===== config.mk =====
export PLATFORM = sky130hd
export DESIGN_NAME = mss_sweep_seq
export DESIGN_NICKNAME = d
export VERILOG_FILES = /design/src/mss_pkg.sv /design/src/mss_sweep_seq.sv
export SDC_FILE = /design/constraint.sdc
export NUM_CORES = 1
export LEC_CHECK = 0
export ABC_AREA = 1
export BUFFER_PORTS_ARGS = -buffer_cell sky130_fd_sc_hd__buf_2
export CORE_AREA = 2 2 269 337
export DETAILED_ROUTE_END_ITERATION = 6
export DIE_AREA = 0 0 271 339
export HOLD_SLACK_MARGIN = 0.12
export PLACE_DENSITY = 0.53
export SLEW_MARGIN = 20
export SYNTH_ARGS = -nofsm -noshare
export SYNTH_HDL_FRONTEND = slang
export SYNTH_SLANG_ARGS = --single-unit

===== constraint.sdc =====
create_clock -name i_clk -period 53.1 [get_ports i_clk]
set_clock_uncertainty 0.15 [all_clocks]
set_input_delay 5.31 -clock i_clk [delete_from_list [all_inputs] [get_ports i_clk]]
set_output_delay 5.31 -clock i_clk [all_outputs]
set_load 0.05 [all_outputs]

===== src/mss_pkg.sv =====
// package for the modulation sweep sequencer: offsets, codes, defaults, timing
// assumes a 250 MHz system clock; frequencies are held in 0.1 Hz units
`default_nettype none
package mss_pkg;
  localparam int unsigned CLK_MHZ      = 250;
  localparam int unsigned BLANK_US     = 250;
  localparam int unsigned BLANK_CYC    = BLANK_US * CLK_MHZ;
  localparam int unsigned END_US       = 5;
  localparam int unsigned END_CYC      = END_US * CLK_MHZ;
  localparam int unsigned AUX_MIN_US   = 5;
  localparam int unsigned AUX_MIN_CYC  = AUX_MIN_US * CLK_MHZ;

  localparam logic [5:0]  OFF_SPECIAL  = 6'h00;
  localparam logic [5:0]  OFF_SWP_CMD  = 6'h01;
  localparam logic [5:0]  OFF_CONFIG   = 6'h02;
  localparam logic [5:0]  OFF_START    = 6'h03;
  localparam logic [5:0]  OFF_STOP     = 6'h04;
  localparam logic [5:0]  OFF_STEP     = 6'h05;
  localparam logic [5:0]  OFF_DWELL    = 6'h06;
  localparam logic [5:0]  OFF_FIXED    = 6'h07;
  localparam logic [5:0]  OFF_STATUS   = 6'h08;
  localparam logic [5:0]  OFF_CUR_FREQ = 6'h09;
  localparam logic [5:0]  OFF_IRQ_STAT = 6'h0A;
  localparam logic [5:0]  OFF_IRQ_MASK = 6'h0B;
  localparam logic [5:0]  OFF_HOST_STP = 6'h0C;

  localparam logic [7:0]  SF_ALL_OFF   = 8'h00;
  localparam logic [7:0]  SF_SWP_DIS   = 8'h28;
  localparam logic [7:0]  SF_SWP_EN    = 8'h29;
  localparam logic [7:0]  SF_OSC_OFF   = 8'h60;
  localparam logic [7:0]  SF_OSC_ON    = 8'h61;

  localparam logic [2:0]  CMD_CANCEL   = 3'h1;
  localparam logic [2:0]  CMD_AUTO     = 3'h2;
  localparam logic [2:0]  CMD_MANUAL   = 3'h3;
  localparam logic [2:0]  CMD_SINGLE   = 3'h4;
  localparam logic [2:0]  CMD_HOST     = 3'h5;

  localparam int unsigned CFG_LOG      = 0;
  localparam int unsigned CFG_LOG1PCT  = 1;
  localparam int unsigned CFG_MODACT   = 2;

  localparam int unsigned IRQ_STEP     = 0;
  localparam int unsigned IRQ_END      = 1;
  localparam int unsigned IRQ_AUX      = 2;

  localparam logic [19:0] FREQ_MIN     = 20'h0_0064;
  localparam logic [19:0] FREQ_MAX     = 20'hF_3E58;
  localparam logic [19:0] DEF_START    = 20'h0_03E8;
  localparam logic [19:0] DEF_STOP     = 20'h0_2710;
  localparam logic [19:0] DEF_STEP     = 20'h0_0064;
  localparam logic [19:0] DEF_FIXED    = 20'h0_2710;
  localparam logic [31:0] DEF_DWELL    = 32'h0000_F424;
  localparam logic [2:0]  DEF_CONFIG   = 3'h0;

  typedef enum logic [2:0] {MD_OFF, MD_AUTO, MD_MANUAL, MD_SINGLE, MD_HOST} mss_mode_e;
endpackage
`default_nettype wire


===== src/mss_sweep_seq.sv =====
// modulation oscillator control and stepped sweep sequencer with wishbone slave
// assumes a single 250 MHz clock; rear-panel and knob inputs are asynchronous
//
// Implementation choices: the Wishbone interface to the registers and the register offsets.
`default_nettype none
module mss_sweep_seq #(
  parameter int unsigned FW        = 20,
  parameter int unsigned IW        = 16,
  parameter int unsigned BLANK_CYC = mss_pkg::BLANK_CYC
) (
  input  wire logic          i_clk,
  input  wire logic          i_arst_n,
  input  wire logic          i_ce,
  input  wire logic          i_wb_cyc,
  input  wire logic          i_wb_stb,
  input  wire logic          i_wb_we,
  input  wire logic [7:0]    i_wb_adr,
  input  wire logic [3:0]    i_wb_sel,
  input  wire logic [31:0]   i_wb_dat,
  output logic      [31:0]   o_wb_dat,
  output logic               o_wb_ack,
  input  wire logic          i_aux_manual_n,
  input  wire logic          i_aux_auto_n,
  input  wire logic          i_aux_single_n,
  input  wire logic          i_knob_cw,
  input  wire logic          i_knob_ccw,
  output logic               o_mod_osc_output,
  output logic      [FW-1:0] o_mod_rate_entry,
  output logic      [IW-1:0] o_staircase_output,
  output logic               o_step_blank_output,
  output logic               o_pen_raise_output,
  output logic               o_sweep_end_n,
  output logic               o_irq
);
  localparam int unsigned END_CYC = mss_pkg::END_CYC;
  localparam int unsigned AUX_CYC = mss_pkg::AUX_MIN_CYC;

  if (FW != 20 || IW < 8 || BLANK_CYC < 2) begin : g_bad_param
    $error("mss_sweep_seq: FW must be 20, IW at least 8, BLANK_CYC at least 2");
  end

  // byte-lane merge for register writes
  function automatic logic [31:0] merge(input logic [31:0] old, input logic [31:0] nw, input logic [3:0] sel);
    logic [31:0] r;
    r = old;
    for (int b = 0; b < 4; b++) begin
      if (sel[b]) begin
        r[8*b +: 8] = nw[8*b +: 8];
      end
    end
    return r;
  endfunction

  // one step away from f, clamped to the oscillator range
  function automatic logic [19:0] next_freq(input logic [19:0] f, input logic up, input logic lg,
                                            input logic pct1, input logic [19:0] lin);
    logic [19:0] d;
    logic [20:0] s;
    d = lg ? (pct1 ? f / 20'd100 : f / 20'd10) : lin;
    if (d == 20'h0_0000) begin
      d = 20'h0_0001;
    end
    s = up ? ({1'b0, f} + {1'b0, d}) : ({1'b0, f} - {1'b0, d});
    if (!up && (f < d || s[19:0] < mss_pkg::FREQ_MIN)) begin
      s = {1'b0, mss_pkg::FREQ_MIN};
    end else if (up && s > {1'b0, mss_pkg::FREQ_MAX}) begin
      s = {1'b0, mss_pkg::FREQ_MAX};
    end
    return s[19:0];
  endfunction

  // bus decode
  logic        ack_q;
  logic        req;
  logic        wr;
  logic [5:0]  widx;
  assign req  = i_wb_cyc & i_wb_stb & ~ack_q;
  assign wr   = req & i_wb_we;
  assign widx = i_wb_adr[7:2];

  logic        spec_stb;
  logic        cmd_stb;
  logic        host_stb;
  assign spec_stb = wr & (widx == mss_pkg::OFF_SPECIAL) & i_wb_sel[0];
  assign cmd_stb  = wr & (widx == mss_pkg::OFF_SWP_CMD) & i_wb_sel[0];
  assign host_stb = wr & (widx == mss_pkg::OFF_HOST_STP) & i_wb_sel[0] & i_wb_dat[0];

  // rear-panel and knob synchronisers
  logic [4:0] pin_raw;
  logic [4:0] sync1_q;
  logic [4:0] sync2_q;
  logic [4:0] sync3_q;
  assign pin_raw = {i_knob_ccw, i_knob_cw, i_aux_single_n, i_aux_auto_n, i_aux_manual_n};

  always_ff @(posedge i_clk or negedge i_arst_n) begin
    if (!i_arst_n) begin
      sync1_q <= 5'h07;
      sync2_q <= 5'h07;
      sync3_q <= 5'h07;
    end else if (i_ce) begin
      sync1_q <= pin_raw;
      sync2_q <= sync1_q;
      sync3_q <= sync2_q;
    end
  end

  logic knob_up;
  logic knob_dn;
  assign knob_up = sync2_q[3] & ~sync3_q[3];
  assign knob_dn = sync2_q[4] & ~sync3_q[4];

  // low-true mode pulses qualify once they have stayed low for the minimum width
  logic [2:0] aux_fire;
  for (genvar g = 0; g < 3; g++) begin : g_aux
    logic [$clog2(AUX_CYC+1)-1:0] cnt_q;
    always_ff @(posedge i_clk or negedge i_arst_n) begin
      if (!i_arst_n) begin
        cnt_q <= '0;
      end else if (i_ce) begin
        if (sync2_q[g]) begin
          cnt_q <= '0;
        end else if (cnt_q != AUX_CYC[$clog2(AUX_CYC+1)-1:0]) begin
          cnt_q <= cnt_q + 1'b1;
        end
      end
    end
    // fires once per pulse, shorter glitches are ignored
    assign aux_fire[g] = ~sync2_q[g] & (cnt_q == AUX_CYC[$clog2(AUX_CYC+1)-1:0] - 1'b1);
  end

  // enable and oscillator state
  logic sw_en_q;
  logic osc_on_q;
  logic [2:0] cfg_q;

  always_ff @(posedge i_clk or negedge i_arst_n) begin
    if (!i_arst_n) begin
      sw_en_q <= 1'b0;
    end else if (i_ce && spec_stb) begin
      if (i_wb_dat[7:0] == mss_pkg::SF_SWP_EN) begin
        sw_en_q <= 1'b1;
      end else if (i_wb_dat[7:0] == mss_pkg::SF_SWP_DIS) begin
        sw_en_q <= 1'b0;
      end
    end
  end

  always_ff @(posedge i_clk or negedge i_arst_n) begin
    if (!i_arst_n) begin
      osc_on_q <= 1'b0;
    end else if (i_ce && spec_stb) begin
      if (i_wb_dat[7:0] == mss_pkg::SF_OSC_ON && !cfg_q[mss_pkg::CFG_MODACT]) begin
        osc_on_q <= 1'b1;
      end else if (i_wb_dat[7:0] == mss_pkg::SF_ALL_OFF || i_wb_dat[7:0] == mss_pkg::SF_OSC_OFF) begin
        osc_on_q <= 1'b0;
      end
    end
  end

  // sweep parameters; kept across mode changes, cleared only by code 40
  logic [19:0] start_q;
  logic [19:0] stop_q;
  logic [19:0] step_q;
  logic [19:0] fixed_q;
  logic [31:0] dwell_q;
  logic        sys_clear;
  assign sys_clear = spec_stb & (i_wb_dat[7:0] == mss_pkg::SF_SWP_DIS);

  always_ff @(posedge i_clk or negedge i_arst_n) begin
    if (!i_arst_n) begin
      start_q <= mss_pkg::DEF_START;
      stop_q  <= mss_pkg::DEF_STOP;
      step_q  <= mss_pkg::DEF_STEP;
      fixed_q <= mss_pkg::DEF_FIXED;
      dwell_q <= mss_pkg::DEF_DWELL;
      cfg_q   <= mss_pkg::DEF_CONFIG;
    end else if (i_ce) begin
      if (sys_clear) begin
        start_q <= mss_pkg::DEF_START;
        stop_q  <= mss_pkg::DEF_STOP;
        step_q  <= mss_pkg::DEF_STEP;
        fixed_q <= mss_pkg::DEF_FIXED;
        dwell_q <= mss_pkg::DEF_DWELL;
        cfg_q   <= {cfg_q[mss_pkg::CFG_MODACT], 2'b00};
      end else if (wr) begin
        case (widx)
          mss_pkg::OFF_CONFIG: cfg_q   <= 3'(merge({29'h0, cfg_q}, i_wb_dat, i_wb_sel));
          mss_pkg::OFF_START:  start_q <= 20'(merge({12'h0, start_q}, i_wb_dat, i_wb_sel));
          mss_pkg::OFF_STOP:   stop_q  <= 20'(merge({12'h0, stop_q}, i_wb_dat, i_wb_sel));
          mss_pkg::OFF_STEP:   step_q  <= 20'(merge({12'h0, step_q}, i_wb_dat, i_wb_sel));
          mss_pkg::OFF_FIXED:  fixed_q <= 20'(merge({12'h0, fixed_q}, i_wb_dat, i_wb_sel));
          mss_pkg::OFF_DWELL:  dwell_q <= merge(dwell_q, i_wb_dat, i_wb_sel);
          default: ;
        endcase
      end
    end
  end

  // mode requests from bus and rear panel
  logic req_cancel;
  logic req_auto;
  logic req_manual;
  logic req_single;
  logic req_host;
  assign req_cancel = cmd_stb & (i_wb_dat[2:0] == mss_pkg::CMD_CANCEL);
  assign req_auto   = (cmd_stb & (i_wb_dat[2:0] == mss_pkg::CMD_AUTO)) | aux_fire[1];
  assign req_manual = (cmd_stb & (i_wb_dat[2:0] == mss_pkg::CMD_MANUAL)) | aux_fire[0];
  assign req_single = (cmd_stb & (i_wb_dat[2:0] == mss_pkg::CMD_SINGLE)) | aux_fire[2];
  assign req_host   = cmd_stb & (i_wb_dat[2:0] == mss_pkg::CMD_HOST);

  // sweep engine
  mss_pkg::mss_mode_e mode_q;
  logic [19:0]        freq_q;
  logic [IW-1:0]      idx_q;
  logic               resume_q;
  logic               step_evt_q;
  logic               end_evt_q;
  logic [31:0]        dwell_cnt_q;
  logic               up;
  logic               step_due;
  logic               adv;
  logic [19:0]        nxt;
  logic               past_end;

  assign up       = stop_q >= start_q;
  assign step_due = (mode_q == mss_pkg::MD_AUTO || mode_q == mss_pkg::MD_SINGLE) &&
                    (dwell_cnt_q + 32'h0000_0001 >= dwell_q);
  assign adv      = step_due | (mode_q == mss_pkg::MD_HOST && host_stb);
  assign nxt      = next_freq(freq_q, up, cfg_q[mss_pkg::CFG_LOG], cfg_q[mss_pkg::CFG_LOG1PCT], step_q);
  assign past_end = up ? (nxt > stop_q || freq_q >= stop_q) : (nxt < stop_q || freq_q <= stop_q);

  always_ff @(posedge i_clk or negedge i_arst_n) begin
    if (!i_arst_n) begin
      dwell_cnt_q <= 32'h0000_0000;
    end else if (i_ce) begin
      if (adv || step_evt_q || !(mode_q == mss_pkg::MD_AUTO || mode_q == mss_pkg::MD_SINGLE)) begin
        dwell_cnt_q <= 32'h0000_0000;
      end else begin
        dwell_cnt_q <= dwell_cnt_q + 32'h0000_0001;
      end
    end
  end

  always_ff @(posedge i_clk or negedge i_arst_n) begin
    if (!i_arst_n) begin
      mode_q     <= mss_pkg::MD_OFF;
      freq_q     <= mss_pkg::DEF_FIXED;
      idx_q      <= '0;
      resume_q   <= 1'b0;
      step_evt_q <= 1'b0;
      end_evt_q  <= 1'b0;
    end else if (i_ce) begin
      step_evt_q <= 1'b0;
      end_evt_q  <= 1'b0;
      if (!sw_en_q || sys_clear || req_cancel) begin
        // disabled or cancelled: idle at the fixed frequency
        mode_q   <= mss_pkg::MD_OFF;
        freq_q   <= fixed_q;
        idx_q    <= '0;
        resume_q <= 1'b0;
      end else if (req_manual) begin
        mode_q <= mss_pkg::MD_MANUAL;
        if (mode_q == mss_pkg::MD_AUTO || mode_q == mss_pkg::MD_SINGLE) begin
          resume_q <= 1'b1;
        end else if (mode_q != mss_pkg::MD_MANUAL) begin
          freq_q     <= start_q;
          idx_q      <= '0;
          step_evt_q <= 1'b1;
        end
      end else if (req_auto || req_single) begin
        mode_q   <= req_auto ? mss_pkg::MD_AUTO : mss_pkg::MD_SINGLE;
        resume_q <= 1'b0;
        if (!resume_q) begin
          freq_q     <= start_q;
          idx_q      <= '0;
          step_evt_q <= 1'b1;
        end
      end else if (req_host) begin
        mode_q     <= mss_pkg::MD_HOST;
        resume_q   <= 1'b0;
        freq_q     <= start_q;
        idx_q      <= '0;
        step_evt_q <= 1'b1;
      end else if (adv) begin
        step_evt_q <= 1'b1;
        if (past_end) begin
          end_evt_q <= 1'b1;
          idx_q     <= '0;
          if (mode_q == mss_pkg::MD_SINGLE) begin
            mode_q     <= mss_pkg::MD_OFF;
            freq_q     <= fixed_q;
            step_evt_q <= 1'b0;
          end else begin
            freq_q <= start_q;
          end
        end else begin
          freq_q <= nxt;
          idx_q  <= idx_q + 1'b1;
        end
      end else if (mode_q == mss_pkg::MD_MANUAL && (knob_up ^ knob_dn)) begin
        // knob walks the staircase: cw no further than stop, ccw no further than step 0
        step_evt_q <= 1'b1;
        if (knob_up && !past_end) begin
          freq_q <= nxt;
          idx_q  <= idx_q + 1'b1;
        end else if (knob_dn && idx_q != '0) begin
          freq_q <= (next_freq(freq_q, !up, cfg_q[mss_pkg::CFG_LOG], cfg_q[mss_pkg::CFG_LOG1PCT], step_q)
                     == freq_q) ? start_q
                    : next_freq(freq_q, !up, cfg_q[mss_pkg::CFG_LOG], cfg_q[mss_pkg::CFG_LOG1PCT], step_q);
          idx_q  <= idx_q - 1'b1;
        end else begin
          step_evt_q <= 1'b0;
        end
      end
    end
  end

  // rear outputs; the blanking line never carries markers here
  logic [$clog2(BLANK_CYC+1)-1:0] blank_cnt_q;
  logic [$clog2(END_CYC+1)-1:0]   end_cnt_q;

  always_ff @(posedge i_clk or negedge i_arst_n) begin
    if (!i_arst_n) begin
      blank_cnt_q         <= '0;
      o_step_blank_output <= 1'b0;
    end else if (i_ce) begin
      if (step_evt_q) begin
        blank_cnt_q         <= BLANK_CYC[$clog2(BLANK_CYC+1)-1:0];
        o_step_blank_output <= 1'b1;
      end else if (blank_cnt_q != '0) begin
        blank_cnt_q         <= blank_cnt_q - 1'b1;
        o_step_blank_output <= (blank_cnt_q != 1);
      end
    end
  end

  always_ff @(posedge i_clk or negedge i_arst_n) begin
    if (!i_arst_n) begin
      end_cnt_q     <= '0;
      o_sweep_end_n <= 1'b1;
    end else if (i_ce) begin
      if (end_evt_q) begin
        end_cnt_q     <= END_CYC[$clog2(END_CYC+1)-1:0];
        o_sweep_end_n <= 1'b0;
      end else if (end_cnt_q != '0) begin
        end_cnt_q     <= end_cnt_q - 1'b1;
        o_sweep_end_n <= (end_cnt_q == 1);
      end
    end
  end

  always_ff @(posedge i_clk or negedge i_arst_n) begin
    if (!i_arst_n) begin
      o_pen_raise_output <= 1'b1;
      o_mod_osc_output   <= 1'b0;
      o_mod_rate_entry         <= mss_pkg::DEF_FIXED;
      o_staircase_output <= '0;
    end else if (i_ce) begin
      o_pen_raise_output <= (mode_q != mss_pkg::MD_SINGLE);
      o_mod_osc_output   <= osc_on_q | cfg_q[mss_pkg::CFG_MODACT] | (mode_q != mss_pkg::MD_OFF);
      o_mod_rate_entry         <= freq_q;
      o_staircase_output <= idx_q;
    end
  end

  // interrupts: sticky, write one to clear, set wins
  logic [2:0] irq_stat_q;
  logic [2:0] irq_mask_q;
  logic [2:0] irq_set;
  logic [2:0] irq_clr;
  assign irq_set = {|aux_fire, end_evt_q, step_evt_q};
  assign irq_clr = (wr && widx == mss_pkg::OFF_IRQ_STAT && i_wb_sel[0]) ? i_wb_dat[2:0] : 3'h0;

  always_ff @(posedge i_clk or negedge i_arst_n) begin
    if (!i_arst_n) begin
      irq_stat_q <= 3'h0;
      irq_mask_q <= 3'h0;
      o_irq      <= 1'b0;
    end else if (i_ce) begin
      irq_stat_q <= (irq_stat_q & ~irq_clr) | irq_set;
      if (wr && widx == mss_pkg::OFF_IRQ_MASK && i_wb_sel[0]) begin
        irq_mask_q <= i_wb_dat[2:0];
      end
      o_irq <= |(irq_stat_q & irq_mask_q);
    end
  end

  // read mux and single-cycle ack; unmapped reads return zero
  logic [31:0] rd_mux;
  always_comb begin
    rd_mux = 32'h0000_0000;
    case (widx)
      mss_pkg::OFF_CONFIG:   rd_mux = {29'h0, cfg_q};
      mss_pkg::OFF_START:    rd_mux = {12'h0, start_q};
      mss_pkg::OFF_STOP:     rd_mux = {12'h0, stop_q};
      mss_pkg::OFF_STEP:     rd_mux = {12'h0, step_q};
      mss_pkg::OFF_DWELL:    rd_mux = dwell_q;
      mss_pkg::OFF_FIXED:    rd_mux = {12'h0, fixed_q};
      mss_pkg::OFF_STATUS:   rd_mux = {25'h0, resume_q, mode_q, (mode_q == mss_pkg::MD_SINGLE), osc_on_q, sw_en_q};
      mss_pkg::OFF_CUR_FREQ: rd_mux = {12'h0, freq_q};
      mss_pkg::OFF_IRQ_STAT: rd_mux = {29'h0, irq_stat_q};
      mss_pkg::OFF_IRQ_MASK: rd_mux = {29'h0, irq_mask_q};
      default:               rd_mux = 32'h0000_0000;
    endcase
  end

  always_ff @(posedge i_clk or negedge i_arst_n) begin
    if (!i_arst_n) begin
      ack_q    <= 1'b0;
      o_wb_dat <= 32'h0000_0000;
    end else if (i_ce) begin
      ack_q <= req;
      if (req && !i_wb_we) begin
        o_wb_dat <= rd_mux;
      end
    end
  end
  assign o_wb_ack = ack_q;
endmodule
`default_nettype wire


==> Yosys cells after proc, flatten, opt, wreduce, memory -nomap -nowiden <==
Index checks and enable logic that the tools add are counted.
{ "classes": {"add_sub_neg": 12, "n_div": 2, "order_cmp": 12, "n_reduce_logical": 96, "mux": 131, "eq_ne": 40, "n_bitwise": 39} }
{ "op_table": {"columns": ["op", "n"], "rows": [
  ["$mux W20", 51],
  ["$pmux W32 S10", 1],
  ["$mux W16", 14],
  ["$mux W32", 4],
  ["$mux W11", 8],
  ["$reduce_and A4 Y1", 18],
  ["$lt A20 B20 Y1", 3],
  ["$add A20 B20 Y21", 2],
  ["$gt A21 B20 Y1 const B", 2],
  ["$mux W21", 2],
  ["$sub A20 B20 Y21", 2],
  ["$ge A20 B20 Y1", 2],
  ["$lt A20 B7 Y1 const B", 2],
  ["$reduce_bool A2 Y1", 18],
  ["$add A11 B1 Y11 const B", 3],
  ["$eq A11 B11 Y1 const B", 3],
  ["$mux W1", 33],
  ["$ne A11 B11 Y1 const B", 3],
  ["$add A32 B1 Y32 const B", 1],
  ["$ge A32 B32 Y1", 1],
  ["$mux W8", 4],
  ["$reduce_bool A16 Y1", 2],
  ["$sub A16 B1 Y16 const B", 2],
  ["$eq A6 B4 Y1 const B", 5],
  ["other kinds (47)", 146]
]} }
{ "totals": {"output_inout_bits": 74, "word_cells": 378, "inputBits": 55, "ff_bits": 346} }

==> Depth between registers and ports, before layout <==
{ "depth": {"ltp_word": 49, "mapped_depth": 260, "depth_no_buf": 252} }

==> Worst setup path before layout <==
Ideal clock, no wire load.
{ "synth_path": {"path_kind": "register to register", "start": "reg cfg_q[1]", "end": "reg freq_q[4]", "setup_slack_ns": 21.498, "setup_time_ns": 0.077, "t_arrival_ns": 31.375, "path_stages_with_launch": 243, "synth_period_minus_slack_ns": 31.602, "path_buffers": 10, "required_time_ns": 52.873, "cell_sequence": "dfrtp_1 -> inv_4 -> ha_1 -> o21ai_2 -> ha_1 -> nand2_2 -> nand2_1 -> nand2_2 -> o21ai_0 -> ha_1 -> inv_1 -> o21bai_1 -> a21oi_1 -> nand3_2 -> nand2_2 -> o21ai_0 -> ha_1 -> inv_1 -> (+207 left out) -> a21oi_1 -> nor2_1 -> o211ai_1 -> a21oi_1 -> a2111oi_0 -> inv_1 -> a21oi_1 -> nand2_1 -> nand2_1 -> nand2_1 -> inv_1 -> nand2_1 -> nand2_1 -> o211ai_1 -> a31oi_1 -> clkbuf_1 -> nor2_1 -> a31oi_1"} }
{ "synth_via": {"elab_chain_len": 38, "word_cells_on_any_way": 64, "classes_between": "add/sub (4); order compare (8); eq/ne (1); mux (38); reduce/logical (13)"} }
{ "synth_lines": {"columns": ["item", "line", "source"], "rows": [
  ["start: declaration", "mss_sweep_seq.sv:134", "logic [2:0] cfg_q;"],
  ["start signal: assignment", "mss_sweep_seq.sv:176", "cfg_q <= mss_pkg::DEF_CONFIG;"],
  ["start signal: assignment", "mss_sweep_seq.sv:184", "cfg_q <= {cfg_q[mss_pkg::CFG_MODACT], 2'b00};"],
  ["start signal: assignment", "mss_sweep_seq.sv:187", "mss_pkg::OFF_CONFIG: cfg_q <= 3'(merge({29'h0, cfg_q}, i_wb_dat, i_wb_sel));"],
  ["$mux W20 (*) (2 in series)", "mss_sweep_seq.sv:59", "d = lg ? (pct1 ? f / 20'd100 : f / 20'd10) : lin;"],
  ["$logic_not A20 Y1", "mss_sweep_seq.sv:60", "if (d == 20'h0_0000) begin"],
  ["$mux W20 (*)", "mss_sweep_seq.sv:60", null],
  ["$mux W20", "mss_sweep_seq.sv:306", "end else if (knob_dn && idx_q != '0) begin"],
  ["$mux W20", "mss_sweep_seq.sv:303", "if (knob_up && !past_end) begin"],
  ["$mux W20", "mss_sweep_seq.sv:300", "end else if (mode_q == mss_pkg::MD_MANUAL && (knob_up ^ knob_dn)) begin"],
  ["$mux W20", "mss_sweep_seq.sv:284", "end else if (adv) begin"],
  ["$mux W20", "mss_sweep_seq.sv:278", "end else if (req_host) begin"],
  ["(+21 left out)", null, null],
  ["$mux W20", "mss_sweep_seq.sv:306", null],
  ["$mux W20", "mss_sweep_seq.sv:303", null],
  ["$mux W20", "mss_sweep_seq.sv:300", null],
  ["$mux W20", "mss_sweep_seq.sv:284", null],
  ["$mux W20", "mss_sweep_seq.sv:278", null],
  ["$mux W20", "mss_sweep_seq.sv:270", "end else if (req_auto || req_single) begin"],
  ["$mux W20", "mss_sweep_seq.sv:261", "end else if (req_manual) begin"],
  ["$mux W20", "mss_sweep_seq.sv:255", "if (!sw_en_q || sys_clear || req_cancel) begin"],
  ["end signal: assignment", "mss_sweep_seq.sv:258", "freq_q <= fixed_q;"],
  ["end signal: assignment", "mss_sweep_seq.sv:274", "freq_q <= start_q;"],
  ["end signal: assignment", "mss_sweep_seq.sv:281", "freq_q <= start_q;"],
  ["end: declaration", "mss_sweep_seq.sv:213", "logic [19:0] freq_q;"]
]} }
Mark *: on every way between the ends. The rest lies on a longest branch, timed or not. The select of a mux whose other input is x is not followed.
A chain may end at the register's enable or synchronous reset.

==> Worst setup path in the final report <==
{ "layout_path": {"start": "reg cfg_q[1]", "end": "reg freq_q[2]"} }
Same word-level chain as after synthesis.

==> impl_metrics.ini <==
[status]
status = finished, violations left
violations = DRC

[job]
maxCapViolCount = 0

[setup_path]
timing.setup.critical_path_class = flip-flop to flip-flop
timing.critical_path.to_type = flip-flop
critPathLaunchType = flip-flop
worstPathArrival_ns = 39.63
crit_path_max_fanout = 58
cp_data_required_time_ns = 53.36
critical-path-slowest-cell = sky130_fd_sc_hd__a2111oi_0
cell_repeated_most_along_the_worst_path = sky130_fd_sc_hd__nand2_1
max_stage_delay_ns = 0.72

[placement]
globalplace.congestion = 0.910
post-place-cells = 5717
dpl_worst_slack_ns = 13.74
port-buffer-count = 126
hpwlAfterDp_um = 76500

[floorplanning]
die_h_um = 339
die_area_um2 = 91900
die_width_um = 271
num_rows = 122
floorplan_core_area_um2 = 88400
initial_core_util = 0.348
num_io_pins = 129

[logic_synthesis]
syn_area_per_cell_um2 = 6.80
synth_simple_gate_area_share = 0.299
syn-instance-count = 4521
synth_edf_count = 0
synth_ff_type = sky130_fd_sc_hd__dfrtp_1
synth_top_family_by_area = simple AND/OR/NAND/NOR gates
synth-xor-area-share = 0.0404
synth.ff_latch_count = 343
share_of_the_synthesized_area_in_compound_gates_ao_oa_aoi_oai = 0.174
synth-async-reset-ratio = 1.00
syn-num-nets = 4811
multiplexer_area_fraction_after_synthesis = 0.00748
synth_cell_types = 71
post_synth_fa_ha_maj_area_fraction = 0.0961
post_synth_instance_area_um2 = 30800
synth.yosys.seq_area_share = 0.281
synthesis.yosys.warnings = 0

[layout]
number_of_non_filler_instances_in_the_completed_layout = 5790
utilization = 0.382
multiInputGateArea_um2 = 19000
final-seq-area_um2 = 8640
most_used_cells_in_the_layout_excluding_fill_and_tap_cells = 1,009 x sky130_fd_sc_hd__nand2_1, 657 x sky130_fd_sc_hd__inv_1, 476 x sky130_fd_sc_hd__o21ai_0
layout.cells.most_common = sky130_fd_sc_hd__nand2_1
finish.net_count = 4868
area_growth_syn_to_layout_pct = 9.87
layout.filler_cells = 9510
drive_above_1_share = 0.0985

[cts]
cts.path.max_buffers = 3
ctsHoldBuffers = 0
clock-sinks = 343
h-tree-depth = 2
master_cell_of_the_clock_root_buffer = sky130_fd_sc_hd__clkbuf_16
clk_pin_slew_ns = 0.07
postCtsSetupBuffers = 0
quantity_of_gates_resized_following_cts = 0
cts_tree = yes
cts_made_buffers = 37
clock_latency_at_the_later_pin_of_the_worst_skew_pair_ns = 0.56

[detailed_routing]
detail_routed_net_length_per_standard_cell_um = 17.1
route.final.wire_length_um = 98800
route.antenna.remaining_nets = 0
routed_via_density = 5.20
wirelength_met1_um = 42400
via_count = 30100
routed-wl-met3_um = 3880
firstDrtPassIters = 7
wl_met2_um = 48700
detail_route.drc_violations = 9
maxUsedRoutingLayer = met5
detailedRoute.firstIterationViolations = 1987

[global_routing]
grt_max_degree = 108
grt_antenna_before_repair = 8
grt_first_pass_wirelength_um = 158000
grt_pass1_vias = 29000
global_route.overflow_total = 0
grt.total_usage = 0.211

[timing]
relSlewSlack = 0.327
post-route-worst-setup-slack_ns = 13.73
finalHoldViolations = 0
min_period_over_period = 0.741
worstMarginPinSlew_ns = 1.01
total_negative_slack_for_setup_checks_ns = 0
rsz_0062_raised_after_global_routing = no
fmax_ghz = 0.0254
finalWorstPathRequiredPeriod_ns = 39.37
final_max_slew_viol_count = 0
setup_viol_count_final = 0

[worst_hold_path]
holdCritPathClass = flip-flop to flip-flop
metal layers:
metal / global-route usage / vias up
met5: 0 / -
met4: 0.0762 / 8
met2: 0.379 / 630
met3: 0.0200 / 172
li1: - / 15200
met1: 0.262 / 14100
cell families after synthesis:
kind of cell               Yosys count
adders and majority gates          235
and+or+nand+nor                   2022
buffers and inverters              816
DFF                                343
xor gates and xnor gates           142
AOI/OAI and AO/OA                  942
muxes                               21
stage by stage:
step / hold WS (ns) / area [um^2]
3_5_place_dp: 0.307 / 32600
3_3_place_gp: 0.301 / 32600
2_1_floorplan: 0.284 / 30800
6_report: 0.311 / 33800
5_1_grt: 0.325 / 33800
4_1_cts: 0.315 / 33800
cell type report:
| class | instances | share of cell area |
|---|---|---|
| Multi-Input combinational cell | 3362 | 0.563 |
| Sequential cell | 343 | 0.256 |
| Inverter | 679 | 0.0757 |
| Tap cell | 1178 | 0.0436 |
| Clock buffer | 50 | 0.0300 |
| Timing Repair Buffer | 155 | 0.0255 |
| Clock inverter | 18 | 0.00622 |
| Antenna cell | 5 | 0.000370 |
sequential cells by signal, summed over array words and instances, names as in the netlist, 2 cells and up:
name and flops:
end_cnt_q 11, irq_stat_q 3, freq_q 20, dwell_q 32, dwell_cnt_q 32, sync2_q 5
stop_q 20, o_wb_dat 32, step_q 20, blank_cnt_q 16, start_q 20, sync1_q 5
g_aux.cnt_q 33, fixed_q 20, idx_q 16, irq_mask_q 3, sync3_q 2, cfg_q 3
mode_q 3, o_staircase_output 16, o_mod_rate_entry 20
Yosys cell counts, drive strengths merged (2+ instances only):
| cell | count | area [um^2] |
|---|---|---|
| nand2 | 1058 | 4150 |
| fa | 2 | 40.0 |
| mux2 | 16 | 180 |
| or2 | 33 | 209 |
| inv | 670 | 2520 |
| and2 | 2 | 12.5 |
| o221ai | 11 | 96.3 |
| xnor2 | 11 | 96.3 |
| a21boi | 4 | 30.0 |
| dfstp | 44 | 1160 |
| a2111oi | 3 | 26.3 |
| a21oi | 206 | 1060 |
| mux2i | 5 | 50.1 |
| xor2 | 131 | 1150 |
| o211ai | 60 | 450 |
| clkinv | 9 | 38.8 |
| ha | 233 | 2920 |
| a31oi | 32 | 200 |
| or3 | 4 | 25.0 |
| nand4 | 93 | 594 |
| a22oi | 4 | 30.0 |
| nor4 | 25 | 156 |
| a211oi | 6 | 45.0 |
| o21bai | 20 | 150 |
| nor2 | 361 | 1510 |
| nor3 | 62 | 315 |
| o31ai | 16 | 120 |
| o21a | 5 | 37.5 |
| o2111ai | 19 | 166 |
| nand3 | 362 | 2050 |
| and3 | 3 | 18.8 |
| a21o | 3 | 22.5 |
| dfrtp | 299 | 7480 |
| buf | 18 | 131 |
| o22ai | 35 | 219 |
| nand3b | 15 | 116 |
| a221oi | 19 | 166 |
| clkbuf | 119 | 447 |
| o41ai | 6 | 52.6 |
| o21ai | 488 | 2450 |
worst max-delay path, delay by kind of cell, from the launching register on:
family	cells	cell delay [ns]
compound gates	70	14.25
flops	1	0.51
simple gates	104	12.75
xor+xnor	1	0.10
fa+ha+maj	20	6.42
buf+inv	33	4.93
final timing paths:
kind | start | endpoint | slack [ns] | depth (start not counted)
setup / recovery | cfg_q[1] | freq_q[2] | 13.73 | 228
hold / removal | sync1_q[1] | sync1_q[1] | 0.31 | 2
setup reg to reg | cfg_q[1] | freq_q[2] | 13.73 | 228
hold reg to reg | sync1_q[1] | sync1_q[1] | 0.31 | 2
max in group asynchronous | i_arst_n | dwell_q[8] | 46.00 | 3
min in group asynchronous | i_arst_n | g_aux[0].cnt_q[2] | 4.59 | 1
Power is not shown: default switching activity piles up to over one toggle a cycle in this logic, so the estimate is an artifact.
